**config.mk**
```make
export PLATFORM = sky130hd
export DESIGN_NAME = twwrc_top
export DESIGN_NICKNAME = d
export VERILOG_FILES = /design/src/common/twwrc_pkg.sv /design/src/hdl/twwrc_sync.sv /design/src/hdl/twwrc_top.sv
export SDC_FILE = /design/constraint.sdc
export NUM_CORES = 1
export LEC_CHECK = 0
export BUFFER_PORTS_ARGS = -buffer_cell sky130_fd_sc_hd__buf_2
export CAP_MARGIN = 15
export CORE_MARGIN = 2
export CORE_UTILIZATION = 40
export CTS_BUF_LIST = sky130_fd_sc_hd__clkbuf_4 sky130_fd_sc_hd__clkbuf_8 sky130_fd_sc_hd__clkbuf_16
export CTS_CLUSTER_DIAMETER = 200
export CTS_CLUSTER_SIZE = 14
export DETAILED_ROUTE_END_ITERATION = 8
export PLACE_DENSITY = 0.63
export REMOVE_ABC_BUFFERS = 1
export SYNTH_ARGS = -nofsm -noshare
export SYNTH_HDL_FRONTEND = slang
export SYNTH_SLANG_ARGS = --single-unit
```
**constraint.sdc**
```tcl
create_clock -name clk -period 1.84 [get_ports clk]
set_input_delay 0.184 -clock clk [delete_from_list [all_inputs] [get_ports clk]]
set_output_delay 0.184 -clock clk [all_outputs]
set_load 0.02 [all_outputs]
```
**src/common/twwrc_pkg.sv**
```systemverilog
// shared constants and carriers for the two-wire write-only control port
// assumes one system clock domain; serial pins are asynchronous to it
package twwrc_pkg;
   // ***************
   // frame layout
   // ***************
   localparam int ADDR_BITS = 3;
   localparam int DATA_BITS = 8;
   localparam int FRAME_BITS = ADDR_BITS + DATA_BITS;
   localparam int NUM_SELECTS = 8;
   localparam int NUM_REGS = 4;
   // ***************
   // register addresses
   // ***************
   localparam logic [2:0] ADDR_CONTROL_CONFIG = 3'h0;
   localparam logic [2:0] ADDR_MODULATION_LEVEL = 3'h1;
   localparam logic [2:0] ADDR_BIAS_LEVEL = 3'h2;
   localparam logic [2:0] ADDR_EQUALIZER_STRENGTH = 3'h3;
   // ***************
   // control_config fields
   // ***************
   localparam int BIT_CHIP_ENABLE = 7;
   localparam int BIT_PHOTODIODE_POLARITY = 6;
   localparam int BIT_PHOTODIODE_RANGE = 5;
   localparam int BIT_OPEN_LOOP = 4;
   localparam int BIT_FAULT_DETECT_ENABLE = 3;
   localparam int BIT_MODULATION_RANGE = 2;
   localparam int BIT_EQUALIZER_BYPASS = 1;
   // ***************
   // reset values
   // ***************
   localparam logic [7:0] RESET_CONTROL_CONFIG = 8'h00;
   localparam logic [7:0] RESET_MODULATION_LEVEL = 8'h00;
   localparam logic [7:0] RESET_BIAS_LEVEL = 8'h00;
   localparam logic [7:0] RESET_EQUALIZER_STRENGTH = 8'h00;
   // ***************
   // timing figures, ns, and cycles at the 40 ns clock
   // ***************
   localparam int CLK_PERIOD_NS = 40;
   localparam int SYNC_STAGES = 2;

   typedef struct packed {
      logic chip_enable_bit;
      logic photodiode_polarity_bit;
      logic photodiode_range_bit;
      logic open_loop_bit;
      logic fault_detect_enable_bit;
      logic modulation_range_bit;
      logic equalizer_bypass_bit;
      logic unused_bit;
   } twwrc_control_t;

   typedef struct packed {
      logic [ADDR_BITS-1:0] addr;
      logic [DATA_BITS-1:0] data;
   } twwrc_frame_t;

   typedef struct packed {
      logic modulation_enable;
      logic modulation_range_bit;
      logic [DATA_BITS-1:0] modulation_level_value;
      logic equalizer_enable;
      logic [DATA_BITS-1:0] equalizer_strength_field;
   } twwrc_analog_ctl_t;
endpackage

```
**src/hdl/twwrc_sync.sv**
```systemverilog
// two-flop synchroniser for a bank of asynchronous pin levels
// assumes inputs are levels from outside the clk domain
`timescale 1ns/100ps
module twwrc_sync #(
   parameter int WIDTH = 3
) (
   input wire logic clk,
   input wire logic arst_n,
   input wire logic [WIDTH-1:0] async_in,
   output logic [WIDTH-1:0] sync_out
);
   logic [WIDTH-1:0] meta;

   // serial lines idle high, so both stages reset high for every bit, the kill pin's too
   always_ff @(posedge clk or negedge arst_n) begin
      if (!arst_n) begin
         meta <= {WIDTH{1'b1}};
         sync_out <= {WIDTH{1'b1}};
      end else begin
         meta <= async_in;
         sync_out <= meta;
      end
   end
endmodule

```
**src/hdl/twwrc_top.sv**
```systemverilog
// two-wire write-only control port and the four control registers behind it
// assumes serial_clk, serial_data, output_kill_pin and fault_in are asynchronous
`timescale 1ns/100ps
module twwrc_top
   import twwrc_pkg::*;
#(
   parameter int FRAME_LEN = FRAME_BITS
) (
   input wire logic clk,
   input wire logic arst_n,
   input wire logic serial_clk,
   input wire logic serial_data,
   input wire logic output_kill_pin,
   input wire logic fault_in,
   output twwrc_control_t control_config,
   output logic [DATA_BITS-1:0] modulation_level,
   output logic [DATA_BITS-1:0] bias_level,
   output logic [DATA_BITS-1:0] equalizer_strength,
   output twwrc_analog_ctl_t analog_ctl,
   output logic fault_latched,
   output logic [NUM_SELECTS-1:0] write_select,
   output logic write_strobe
);
   // ***************
   // pin synchronisation
   // ***************
   logic [2:0] pins_sync;
   logic scl;
   logic sda;
   logic kill;
   logic scl_d;
   logic sda_d;
   logic fault_s1;
   logic fault_s2;

   twwrc_sync #(.WIDTH(3)) u_sync (
      .clk(clk),
      .arst_n(arst_n),
      .async_in({serial_clk, serial_data, output_kill_pin}),
      .sync_out(pins_sync)
   );

   assign scl = pins_sync[2];
   assign sda = pins_sync[1];
   assign kill = pins_sync[0];

   // fault input idles low, so its own pair resets low
   always_ff @(posedge clk or negedge arst_n) begin
      if (!arst_n) begin
         fault_s1 <= 1'b0;
         fault_s2 <= 1'b0;
      end else begin
         fault_s1 <= fault_in;
         fault_s2 <= fault_s1;
      end
   end

   always_ff @(posedge clk or negedge arst_n) begin
      if (!arst_n) begin
         scl_d <= 1'b1;
         sda_d <= 1'b1;
      end else begin
         scl_d <= scl;
         sda_d <= sda;
      end
   end

   // ***************
   // condition detection
   // ***************
   logic start_cond;
   logic stop_cond;
   logic scl_rise;

   // start, stop and clock-rise detect
   // edges seen after sync, so clock and data must both be stable a few cycles
   assign start_cond = scl && scl_d && sda_d && !sda;
   assign stop_cond = scl && scl_d && !sda_d && sda;
   assign scl_rise = scl && !scl_d;

   // ***************
   // frame receiver
   // ***************
   typedef enum logic [1:0] {ST_IDLE, ST_SHIFT, ST_WAIT_STOP} twwrc_state_t;
   twwrc_state_t state;
   twwrc_frame_t shift_reg;
   logic [3:0] bit_count;
   logic commit;

   localparam logic [3:0] LAST_BIT = 4'(FRAME_LEN);

   always_ff @(posedge clk or negedge arst_n) begin
      if (!arst_n) begin
         state <= ST_IDLE;
      end else if (start_cond) begin
         state <= ST_SHIFT;
      end else begin
         case (state)
            ST_IDLE: begin
               state <= ST_IDLE;
            end
            ST_SHIFT: begin
               if (stop_cond) begin
                  state <= ST_IDLE;
               end else if (scl_rise && bit_count == LAST_BIT - 4'h1) begin
                  state <= ST_WAIT_STOP;
               end
            end
            ST_WAIT_STOP: begin
               if (stop_cond) begin
                  state <= ST_IDLE;
               end else if (scl_rise && bit_count != LAST_BIT) begin
                  // the stop's own clock rise is allowed; any later rise voids the frame
                  state <= ST_IDLE;
               end
            end
            default: begin
               state <= ST_IDLE;
            end
         endcase
      end
   end

   // shift on clock rise, msb first
   always_ff @(posedge clk or negedge arst_n) begin
      if (!arst_n) begin
         shift_reg <= '0;
         bit_count <= 4'h0;
      end else if (start_cond) begin
         bit_count <= 4'h0;
      end else if (state == ST_SHIFT && scl_rise) begin
         shift_reg <= {shift_reg[FRAME_BITS-2:0], sda};
         bit_count <= bit_count + 4'h1;
      end else if (state == ST_WAIT_STOP && scl_rise && bit_count == LAST_BIT) begin
         // count the stop's clock rise so a further rise can be told apart
         bit_count <= bit_count + 4'h1;
      end
   end

   // commit on stop after full frame
   assign commit = state == ST_WAIT_STOP && stop_cond;

   function automatic logic [NUM_SELECTS-1:0] decode_addr(input logic [ADDR_BITS-1:0] a);
      decode_addr = NUM_SELECTS'(1) << a;
   endfunction

   logic [NUM_SELECTS-1:0] sel;
   assign sel = decode_addr(shift_reg.addr);

   always_ff @(posedge clk or negedge arst_n) begin
      if (!arst_n) begin
         write_select <= '0;
         write_strobe <= 1'b0;
      end else begin
         write_strobe <= commit;
         write_select <= commit ? sel : '0;
      end
   end

   // ***************
   // register bank
   // ***************
   // only four selects reach storage
   always_ff @(posedge clk or negedge arst_n) begin
      if (!arst_n) begin
         control_config <= RESET_CONTROL_CONFIG;
      end else if (commit && sel[ADDR_CONTROL_CONFIG]) begin
         control_config <= {shift_reg.data[7:1], 1'b0};
      end
   end

   always_ff @(posedge clk or negedge arst_n) begin
      if (!arst_n) begin
         modulation_level <= RESET_MODULATION_LEVEL;
      end else if (commit && sel[ADDR_MODULATION_LEVEL]) begin
         modulation_level <= shift_reg.data;
      end
   end

   always_ff @(posedge clk or negedge arst_n) begin
      if (!arst_n) begin
         bias_level <= RESET_BIAS_LEVEL;
      end else if (commit && sel[ADDR_BIAS_LEVEL]) begin
         bias_level <= shift_reg.data;
      end
   end

   always_ff @(posedge clk or negedge arst_n) begin
      if (!arst_n) begin
         equalizer_strength <= RESET_EQUALIZER_STRENGTH;
      end else if (commit && sel[ADDR_EQUALIZER_STRENGTH]) begin
         equalizer_strength <= shift_reg.data;
      end
   end

   // ***************
   // fault latch
   // ***************
   logic ena_d;

   always_ff @(posedge clk or negedge arst_n) begin
      if (!arst_n) begin
         ena_d <= 1'b0;
      end else begin
         ena_d <= control_config.chip_enable_bit;
      end
   end

   // detection only when enabled
   // a fault present at the re-enable edge sets again, so set wins
   always_ff @(posedge clk or negedge arst_n) begin
      if (!arst_n) begin
         fault_latched <= 1'b0;
      end else if (fault_s2 && control_config.fault_detect_enable_bit) begin
         fault_latched <= 1'b1;
      end else if (control_config.chip_enable_bit && !ena_d) begin
         fault_latched <= 1'b0;
      end
   end

   // ***************
   // analog control outputs
   // ***************
   logic next_mod_enable;
   assign next_mod_enable = control_config.chip_enable_bit && !kill
                            && !(fault_latched && control_config.fault_detect_enable_bit);

   always_ff @(posedge clk or negedge arst_n) begin
      if (!arst_n) begin
         analog_ctl <= '0;
      end else begin
         analog_ctl.modulation_enable <= next_mod_enable;
         analog_ctl.modulation_range_bit <= control_config.modulation_range_bit;
         analog_ctl.modulation_level_value <= modulation_level;
         analog_ctl.equalizer_enable <= !control_config.equalizer_bypass_bit;
         analog_ctl.equalizer_strength_field <= equalizer_strength;
      end
   end
endmodule

```
==> impl_metrics.ini, run 1 <==
[finish]
drive_gt1_frac = 0.5017
fillers = 659
insertedDiodeCount = 0
design_area_um2 = 4015
largest_register_ffs = 19
nets = 300
layout.area.seq_um2 = 2212
final_cells = 399
syn_to_final_growth_pct = 27.85
multi_input_area_um2 = 877.1

[detailed_routing]
vias = 1840
drtIter0Drc = 73
wl_mm = 5.620
drc = 0
postRouteAntennaNets = 0
vias_per_cell = 4.612
wl_per_cell_um = 14.09
firstDrtPassIters = 4

[timing]
setup_ws_ns = -0.05487
fmax_ghz = 0.5277
setup_viol = 10
slew_viol_final = 0
finalHoldViolations = 0
period_share = 1.030
skew_ns = 0.01254
rsz0062_at_grt = true
period_minus_slack_ns = 1.895

[synthesis]
synthXorXnorAreaFrac = 0.002789
synth-seq-cells = 88
async_reset_ff_frac = 1.000
ys_seq_area_frac = 0.7044
synth_ff_type = dfrtp_1
synth_mux_area_frac = 0.1546
synthCells = 202
synthSimpleGateAreaFrac = 0.08526
synth-compound-area-share = 0.02271
yosysWarnings = 0
synth_top_family_by_area = multiplexers
yosysUniqueCellTypes = 38
avgSynthCellArea_um2 = 15.55
synth-edff-count = 0
syn_area_um2 = 3141
synthAdderAreaFrac = 0.007968

[critical_path]
cp-start-kind = register
path_class = reg -> reg
critical_path.max_fanout = 8
reg2reg_slack_ns = -0.05
crit_required_ns = 2.09
r2r-start = u_sync.sync_out[1]
worstPathArrival_ns = 2.14
crit_path_end_kind = register
reg2reg_to = control_config[5]
rr_worst_depth = 3

[placed_design]
portBuffers = 65
dp_hpwl_mm = 3.915
gp_congestion = 0.7612
placed_cell_area_um2 = 3691
dp.cells = 378

[job]
max_cap_violations = 0

[floorplan]
die_area_um2 = 8576
fp.dieW_um = 92.61
std_cell_rows = 32
core-area_um2 = 7647
io_pins = 67
start_util = 0.4107
die_h_um = 92.61

[clock_network]
root_buffer = clkbuf_8
clock-sinks = 88
cts_tree = done
clockBufferDepth = 2
numCtsBuffers = 9
clkLatencyLatePin_ns = 0.36
clk_pin_slew_worst_paths_ns = 0.09
htreeDepth = 3

[pwr]
clock_power_share = 0.399
p_sw_uw = 969.6
power_frac_seq = 0.539
ir_drop_mv = 0.4578
power_leakage_uw = 0.002215
powerDensity_nw_per_um2 = 1014
p_int_uw = 3103
swShare = 0.2381
pwr-share-comb = 0.062

[global_route]
grt_pass1_vias = 1818
antenna_found_initial = 0
grt_overflow = 0
grt_max_degree = 36
grt_use_total = 0.1423
grt_pass1_wl_mm = 9.211

[status]
violations = negative setup slack
status = finished with violations

[hold_path]
hold_path.class = in -> async
layout by cell type (no fill, tap or decap), types with 3 or more instances in the layout:
master         netlist  routed
dfrtp_1             80      80
buf_2                2      64
mux2_2              32      32
nand2_1             15      15
buf_4                1      11
clkbuf_8             0       9
inv_1                8       8
dfstp_2              8       8
mux2_4               7       7
dlygate4sd3_1        0       5
nor2_1               4       4
o21ai_0              4       4
buf_6                1       4
or3_1                3       3
nor2b_1              3       3
bufinv_16            0       3
through the flow:
step	hold slack, ns	utilization	worst slack, ns	TNS [ns]	power (uW)
final	0.3039	0.5250	-0.05487	-0.3598	4073
after global routing	0.3282	0.5250	-0.1056	-1.331	4264
after CTS	0.3012	0.5224	-0.06826	-0.4550	4122
after detailed placement	0.1561	0.4827	-0.04512	-0.2934	2489
after global placement	0.1519	0.4827	-0.02334	-0.1580	2474
after floorplan	-0.1116	-	-0.2634	-2.374	2337
worst max-delay path: stages, from the launching register on:
cell	delay [ns]
dfstp_2	0.54
or3b_4	0.38
or4_4	0.53
mux2_4	0.33
worst max path at each step:
| stage | startpoint | end | slack [ns] | cells after the start |
|---|---|---|---|---|
| 2_1_floorplan | u_sync.sync_out[2] | shift_reg[1] | -0.26 | 2 |
| 5_1_grt | u_sync.sync_out[1] | control_config[5] | -0.11 | 3 |
| 4_1_cts | u_sync.sync_out[1] | control_config[5] | -0.07 | 3 |
| 3_5_place_dp | u_sync.sync_out[1] | control_config[6] | -0.05 | 3 |
| 6_report | u_sync.sync_out[1] | control_config[5] | -0.05 | 3 |
| 3_3_place_gp | u_sync.sync_out[1] | control_config[2] | -0.02 | 3 |
cell usage after synthesis (3+ instances only):
cell / n / area (um^2)
dfrtp_1: 80 / 2002
dfstp_2: 8 / 210.2
inv_1: 8 / 30.03
mux2_2: 32 / 360.4
mux2_4: 7 / 105.1
nand2_1: 15 / 56.30
nor2_1: 4 / 15.01
nor2b_1: 3 / 18.77
o21ai_0: 4 / 20.02
or3_1: 3 / 18.77
area by class of cell:
type,instances,share of cell area
clock inverters,7,0.03147
repair buffers,85,0.1290
well taps,102,0.03179
clock buffers,9,0.03085
inverters,8,0.007479
multi-input cells,100,0.2184
flip-flops and latches,88,0.5510
logic make-up after synthesis:
family | after synthesis
simple gates | 44
mux | 41
fa+ha+maj | 2
flops | 88
buf+inv | 14
xor+xnor | 1
compound gates | 11
other cells | 1
power groups by stage:
stage / registers (uW) / clock network, uW / logic (uW)
final: 2200 / 1620 / 253
after global routing: 2220 / 1750 / 286
after CTS: 2200 / 1660 / 260
after detailed placement: 2240 / 0 / 251
after global placement: 2230 / 0 / 242
after floorplan: 2180 / 0 / 152
routing by layer:
| layer | wire (um) | track usage | up-vias | part of all wire |
|---|---|---|---|---|
| li1 | - | - | 878 | - |
| met3 | 349 | 0.05289 | 10 | 0.062 |
| met1 | 2553 | 0.1868 | 900 | 0.45 |
| met2 | 2609 | 0.2111 | 52 | 0.46 |
| met5 | 0 | 0 | - | 0 |
| met4 | 106 | 0.06343 | 0 | 0.019 |
what timing repair did:
item,4_1_cts,5_1_grt
hold endpoints to repair,29,0
endpoints found under the setup margin,12,35
pin swaps,0,1
buffers inserted,0,0
hold buffers,5,0
resized for setup,1,5
(Power assumes the default switching activity.)
==> run 2, diff against run 1 <==
--- a/config.mk
+++ b/config.mk
@@ -7,13 +7,13 @@
 export LEC_CHECK = 0
 export BUFFER_PORTS_ARGS = -buffer_cell sky130_fd_sc_hd__buf_2
 export CAP_MARGIN = 15
-export CORE_MARGIN = 2
+export CORE_MARGIN = 4
 export CORE_UTILIZATION = 40
 export CTS_BUF_LIST = sky130_fd_sc_hd__clkbuf_4 sky130_fd_sc_hd__clkbuf_8 sky130_fd_sc_hd__clkbuf_16
 export CTS_CLUSTER_DIAMETER = 200
 export CTS_CLUSTER_SIZE = 14
 export DETAILED_ROUTE_END_ITERATION = 8
-export PLACE_DENSITY = 0.63
+export PLACE_DENSITY = 0.66
 export REMOVE_ABC_BUFFERS = 1
 export SYNTH_ARGS = -nofsm -noshare
 export SYNTH_HDL_FRONTEND = slang
==> run 2 against run 1 <==
The flow still finishes with violations (negative setup slack). Sequential share of layout area increased by 0.75 points. Combinational power grew 2%. Register-to-register slack barely moved. Die area rose by 8.8%. Sequential power about the same. Clock skew shrank 0.0026 ns. Global-route usage fell by 0.88 points. Final cell count up 0.25%. Clock power down 17%. Highest routed layer unchanged. Power fell by 6.7%. Critical path type unchanged. Wire length increased by 4.1%.
==> impl_metrics.ini, run 2 (synthesized netlist as in run 1, its figures left out) <==
[critical_path]
critical_path.max_fanout = 8
cp_num_buf_inv = 0
crit_required_ns = 2.08
crit_chain = or3b_4, or4_4, mux2_4
worstPathArrival_ns = 2.13
rr_worst_depth = 3
crit_path_end_kind = register
cp_slowest_cell = dfstp_2
cp-start-kind = register
crit_family = simple AND/OR/NAND/NOR gates
crit_cells = 3
path_class = reg -> reg
critPathMaxStageDelay_ns = 0.53
reg2reg_slack_ns = -0.05

[global_route]
grt_use_total = 0.1334
grt_overflow = 0
antenna_found_initial = 0
grt_pass1_wl_mm = 9.853
grt_max_degree = 46
grt_pass1_vias = 1923

[timing]
period_minus_slack_ns = 1.893
setup_ws_ns = -0.05276
finalHoldViolations = 0
finalSetupTns_ns = -0.3284
setup_viol = 7
rsz0062_at_grt = true
slew_viol_final = 0
whs_ns = 0.2310
period_share = 1.029
fmax_ghz = 0.5283
skew_ns = 0.009964

[floorplan]
core-area_um2 = 7687
fp.dieW_um = 96.61
start_util = 0.4085
std_cell_rows = 32
die_area_um2 = 9333
io_pins = 67
die_h_um = 96.61

[pwr]
power_leakage_uw = 0.002193
ir_drop_mv = 0.4119
powerDensity_nw_per_um2 = 959.1

[clock_network]
clock-sinks = 88
htreeDepth = 3
clkLatencyLatePin_ns = 0.35
cts_tree = done
clockBufferDepth = 2
clk_pin_slew_worst_paths_ns = 0.09
root_buffer = clkbuf_8
numCtsBuffers = 9

[placed_design]
dp_hpwl_mm = 4.227
gp_congestion = 0.7853
portBuffers = 65
placed_cell_area_um2 = 3699

[detailed_routing]
vias = 1882
drtIter0Drc = 46
wl_per_cell_um = 14.63
postRouteAntennaNets = 0
firstDrtPassIters = 5
vias_per_cell = 4.705
drc = 0
wl_mm = 5.852

[status]
violations = negative setup slack
status = finished with violations

[finish]
design_area_um2 = 3961
layout.area.seq_um2 = 2212
drive_gt1_frac = 0.5000
layout_common_cells = dfrtp_1 (80), buf_2 (64), mux2_2 (32)
insertedDiodeCount = 0
largest_register_ffs = 19
nets = 301
layout_commonest_cell = dfrtp_1
fillers = 673
multi_input_area_um2 = 868.3
syn_to_final_growth_pct = 26.14

[job]
max_cap_violations = 0

[hold_path]
hold_path.class = in -> async
[run 2: changes by cell type in the layout (fill, tap and decap cells not counted), sizes merged]
| cell | delta |
|---|---|
| buf | +1 |
| inv | -1 |
| bufinv | -2 |
| clkinv | +1 |
| clkbuf | +2 |
[run 2: path summary, 6_finish.rpt]
check	start	endpoint
max	u_sync.sync_out[1]	control_config[5]
min	arst_n	analog_ctl[12]
max reg2reg	u_sync.sync_out[1]	control_config[5]
min reg2reg	fault_s1	fault_s2
max in group asynchronous	arst_n	write_select[5]
min in group clk	fault_s1	fault_s2
[run 2: repair_timing]
action / in CTS / in global routing
setup buffers: 0 / 0
gates resized for setup: 0 / 1
endpoints found under the hold margin: 55 / 0
endpoints found under the setup margin: 7 / 23
hold buffers: 5 / 0
[run 2: worst reg2reg max path: stages, from the launching register on]
cell     delay [ns]
dfstp_2        0.53
or3b_4         0.40
or4_4          0.53
mux2_4         0.33
[run 2: final cells by class]
| cell class | instances | area share |
|---|---|---|
| Tap cell | 102 | 0.03222 |
| Timing Repair Buffer | 86 | 0.1298 |
| Clock inverter | 5 | 0.01611 |
| Clock buffer | 11 | 0.03664 |
| Sequential cell | 88 | 0.5584 |
| Multi-Input combinational cell | 100 | 0.2192 |
| Inverter | 8 | 0.007581 |
[run 2: layer usage]
layer,global-route usage,vias to the layer above,routed length [um]
li1,-,876,-
met1,0.1711,940,2569
met2,0.2017,58,2819
met3,0.05768,8,396
met4,0.04860,0,68
met5,0,-,0
[run 2: stage by stage]
stage	instances	power, uW	utilization	worst slack [ns]
2_1_floorplan	196	2337	-	-0.2634
3_3_place_gp	379	2467	0.4811	-0.03882
3_5_place_dp	379	2485	0.4811	-0.05515
4_1_cts	400	3860	0.5148	-0.06104
5_1_grt	400	3993	0.5153	-0.09764
6_report	400	3799	0.5153	-0.05276
[run 2: power breakdown]
group / switching (uW) / total [uW] / internal, uW
Sequential: 141 / 2190 / 2050
Clock: 662 / 1350 / 689
Combinational: 119 / 259 / 140
Total: 922 / 3800 / 2880
==> run 3, diff against run 2 <==
--- a/config.mk
+++ b/config.mk
@@ -17,4 +17,5 @@
 export REMOVE_ABC_BUFFERS = 1
 export SYNTH_ARGS = -nofsm -noshare
 export SYNTH_HDL_FRONTEND = slang
+export SYNTH_HIERARCHICAL = 1
 export SYNTH_SLANG_ARGS = --single-unit
==> run 3 against run 2 <==
The flow still finishes with violations (negative setup slack). Clock power hardly changed. Final cell count increased by 4.5%. Design area rose by 2.7%. Worst hold slack better by 0.12 ns. Largest cell class unchanged. Maximum frequency down 1.5%. Synthesized cell count increased by 6.9%.
==> impl_metrics.ini, run 3 <==
[status]
status = finished with violations
violations = negative setup slack

[critical_path]
cp-start-kind = register
path_class = reg -> reg
crit_path_end_kind = register
crit_required_ns = 2.07
cp_slowest_cell = or4_4
crit_chain = or4b_4, or4_4, mux2_4
worstPathArrival_ns = 2.16
critPathMaxStageDelay_ns = 0.55
critical_path.max_fanout = 8

[finish]
insertedDiodeCount = 0
multi_input_area_um2 = 929.6
syn_to_final_growth_pct = 29.07
fillers = 685
nets = 319
layout_common_cells = dfrtp_1 (80), buf_2 (64), nand2_1 (39)
largest_register_ffs = 19
final_cells = 418
drive_gt1_frac = 0.4367
layout_commonest_cell = dfrtp_1
utilization = 0.5290
layout.area.seq_um2 = 2212

[synthesis]
synth-seq-cells = 88
synthTopCellsByCount = dfrtp_1 (80), nand2_1 (39), mux2_1 (18)
synth_ff_type = dfrtp_1
synth-edff-count = 0
syn_area_um2 = 3151
ys_seq_area_frac = 0.7021
avgSynthCellArea_um2 = 14.59
yosysUniqueCellTypes = 41
synthCells = 216
yosysTopAreaCellShare = 0.6354
yosys-top-cells-area = dfrtp_1 (64%), dfstp_2 (6.7%), mux2_1 (6.4%), nand2_1 (4.6%), mux2_4 (3.3%)
yosysWarnings = 6
yosys.area.top_type = dfrtp_1
async_reset_ff_frac = 1.000
synth.most_common_cell = dfrtp_1

[clock_network]
numCtsBuffers = 9
clockBufferDepth = 2
clkLatencyLatePin_ns = 0.35
htreeDepth = 3
cts_tree = done
clock-sinks = 88
clk_pin_slew_worst_paths_ns = 0.08
root_buffer = clkbuf_8

[pwr]
ir_drop_mv = 0.4603
clock_power_share = 0.346
powerDensity_nw_per_um2 = 937.3
p_sw_uw = 980.9
totalPowerFinal_uw = 3812
pwr-share-comb = 0.072
swShare = 0.2573
power_leakage_uw = 0.002277
power_frac_seq = 0.582
p_int_uw = 2831

[timing]
max_slew_margin = 0.6189
skew_ns = 0.007887
period_minus_slack_ns = 1.922
rsz0062_at_grt = true
fmax_ghz = 0.5202
period_share = 1.045
finalSetupTns_ns = -1.241
finalHoldViolations = 0
setup_ws_ns = -0.08228
whs_ns = 0.3523
slew_viol_final = 0
tightest_slew_ns = 0.5716
setup_viol = 31

[global_route]
grt_max_degree = 43
grt_use_total = 0.1362
grt_overflow = 0
grt_pass1_vias = 2048
antenna_found_initial = 0
grt_pass1_wl_mm = 10.14

[floorplan]
core-area_um2 = 7687
fp.dieW_um = 96.75
die_h_um = 96.75
std_cell_rows = 32
start_util = 0.4098
die_area_um2 = 9361
io_pins = 67

[placed_design]
gp_congestion = 0.7447
portBuffers = 65
dp.cells = 395
dp_hpwl_mm = 4.189

[detailed_routing]
drtIter0Drc = 60
postRouteAntennaNets = 0
wl_mm = 6.042
wl_per_cell_um = 14.45
vias = 1942
firstDrtPassIters = 4
vias_per_cell = 4.646
drc = 0

[hold_path]
hold_path.class = reg -> reg

[job]
max_cap_violations = 0
## run 3: logic make-up (layout without fill, tap and decap cells)
family / Yosys count / after routing / synth area share
AO/OA/AOI/OAI: 10 / 10 / 0.02224
AND/OR/NAND/NOR: 69 / 69 / 0.1195
multiplexers: 33 / 33 / 0.1255
adder cells (fa/ha/maj): 2 / 2 / 0.007942
other: 1 / 1 / 0.001190
buffers and inverters: 12 / 112 / 0.01867
XOR/XNOR: 1 / 1 / 0.002780
flip-flops: 88 / 88 / 0.7021
## run 3: per-layer routing
layer	routed length (um)	track usage	part of all wire	vias to the layer above
li1	-	-	-	920
met1	2685	0.1746	0.44	964
met2	2962	0.2219	0.49	49
met3	325	0.04254	0.054	9
met4	69	0.04212	0.011	0
met5	0	0	0	-
## run 3: cell type report
class	instances	area share
clock buffers	10	0.03231
repair buffers	90	0.1415
multi-input cells	116	0.2286
well taps	102	0.03138
inverters	6	0.005538
flip-flops and latches	88	0.5440
clock inverters	6	0.01662
## run 3: power groups by stage
stage / combinational (uW) / clock, uW / sequential [uW]
global placement: 256 / 0 / 2250
floorplan: 153 / 0 / 2200
CTS: 276 / 1370 / 2220
detailed placement: 267 / 0 / 2250
global route: 325 / 1450 / 2250
finish: 274 / 1320 / 2220
## run 3: path summary, 6_finish.rpt
path                               startpoint                 to  slack (ns)  cells after the start
worst max-delay path            shift_reg[10]  control_config[3]       -0.08                      3
worst min-delay path                 fault_s1           fault_s2        0.35                      0
worst max register to register  shift_reg[10]  control_config[3]       -0.08                      3
worst min register to register       fault_s1           fault_s2        0.35                      0
max in group asynchronous              arst_n    write_select[2]        0.94                      3
min in group asynchronous              arst_n      analog_ctl[9]        0.36                      2
## run 3: through the flow
step                setup slack, ns  cell area [um^2]
detailed placement         -0.07978              3730
global placement           -0.03742              3730
finish                     -0.08228              4066
floorplan                  -0.04743              3114
global route                -0.1186              4066
CTS                        -0.08496              3998
## run 3: worst max-delay path: cells and delay by family (launching register included)
| family | cells | cell delay [ns] |
|---|---|---|
| and+or+nand+nor | 2 | 1.09 |
| muxes | 1 | 0.33 |
| DFF | 1 | 0.39 |
## run 3: what timing repair did
action	CTS	global route
endpoints found under the setup margin	31	31
endpoints found under the hold margin	36	0
pin swaps	0	2
setup buffers	1	1
hold buffers	5	0
gates resized for setup	3	16
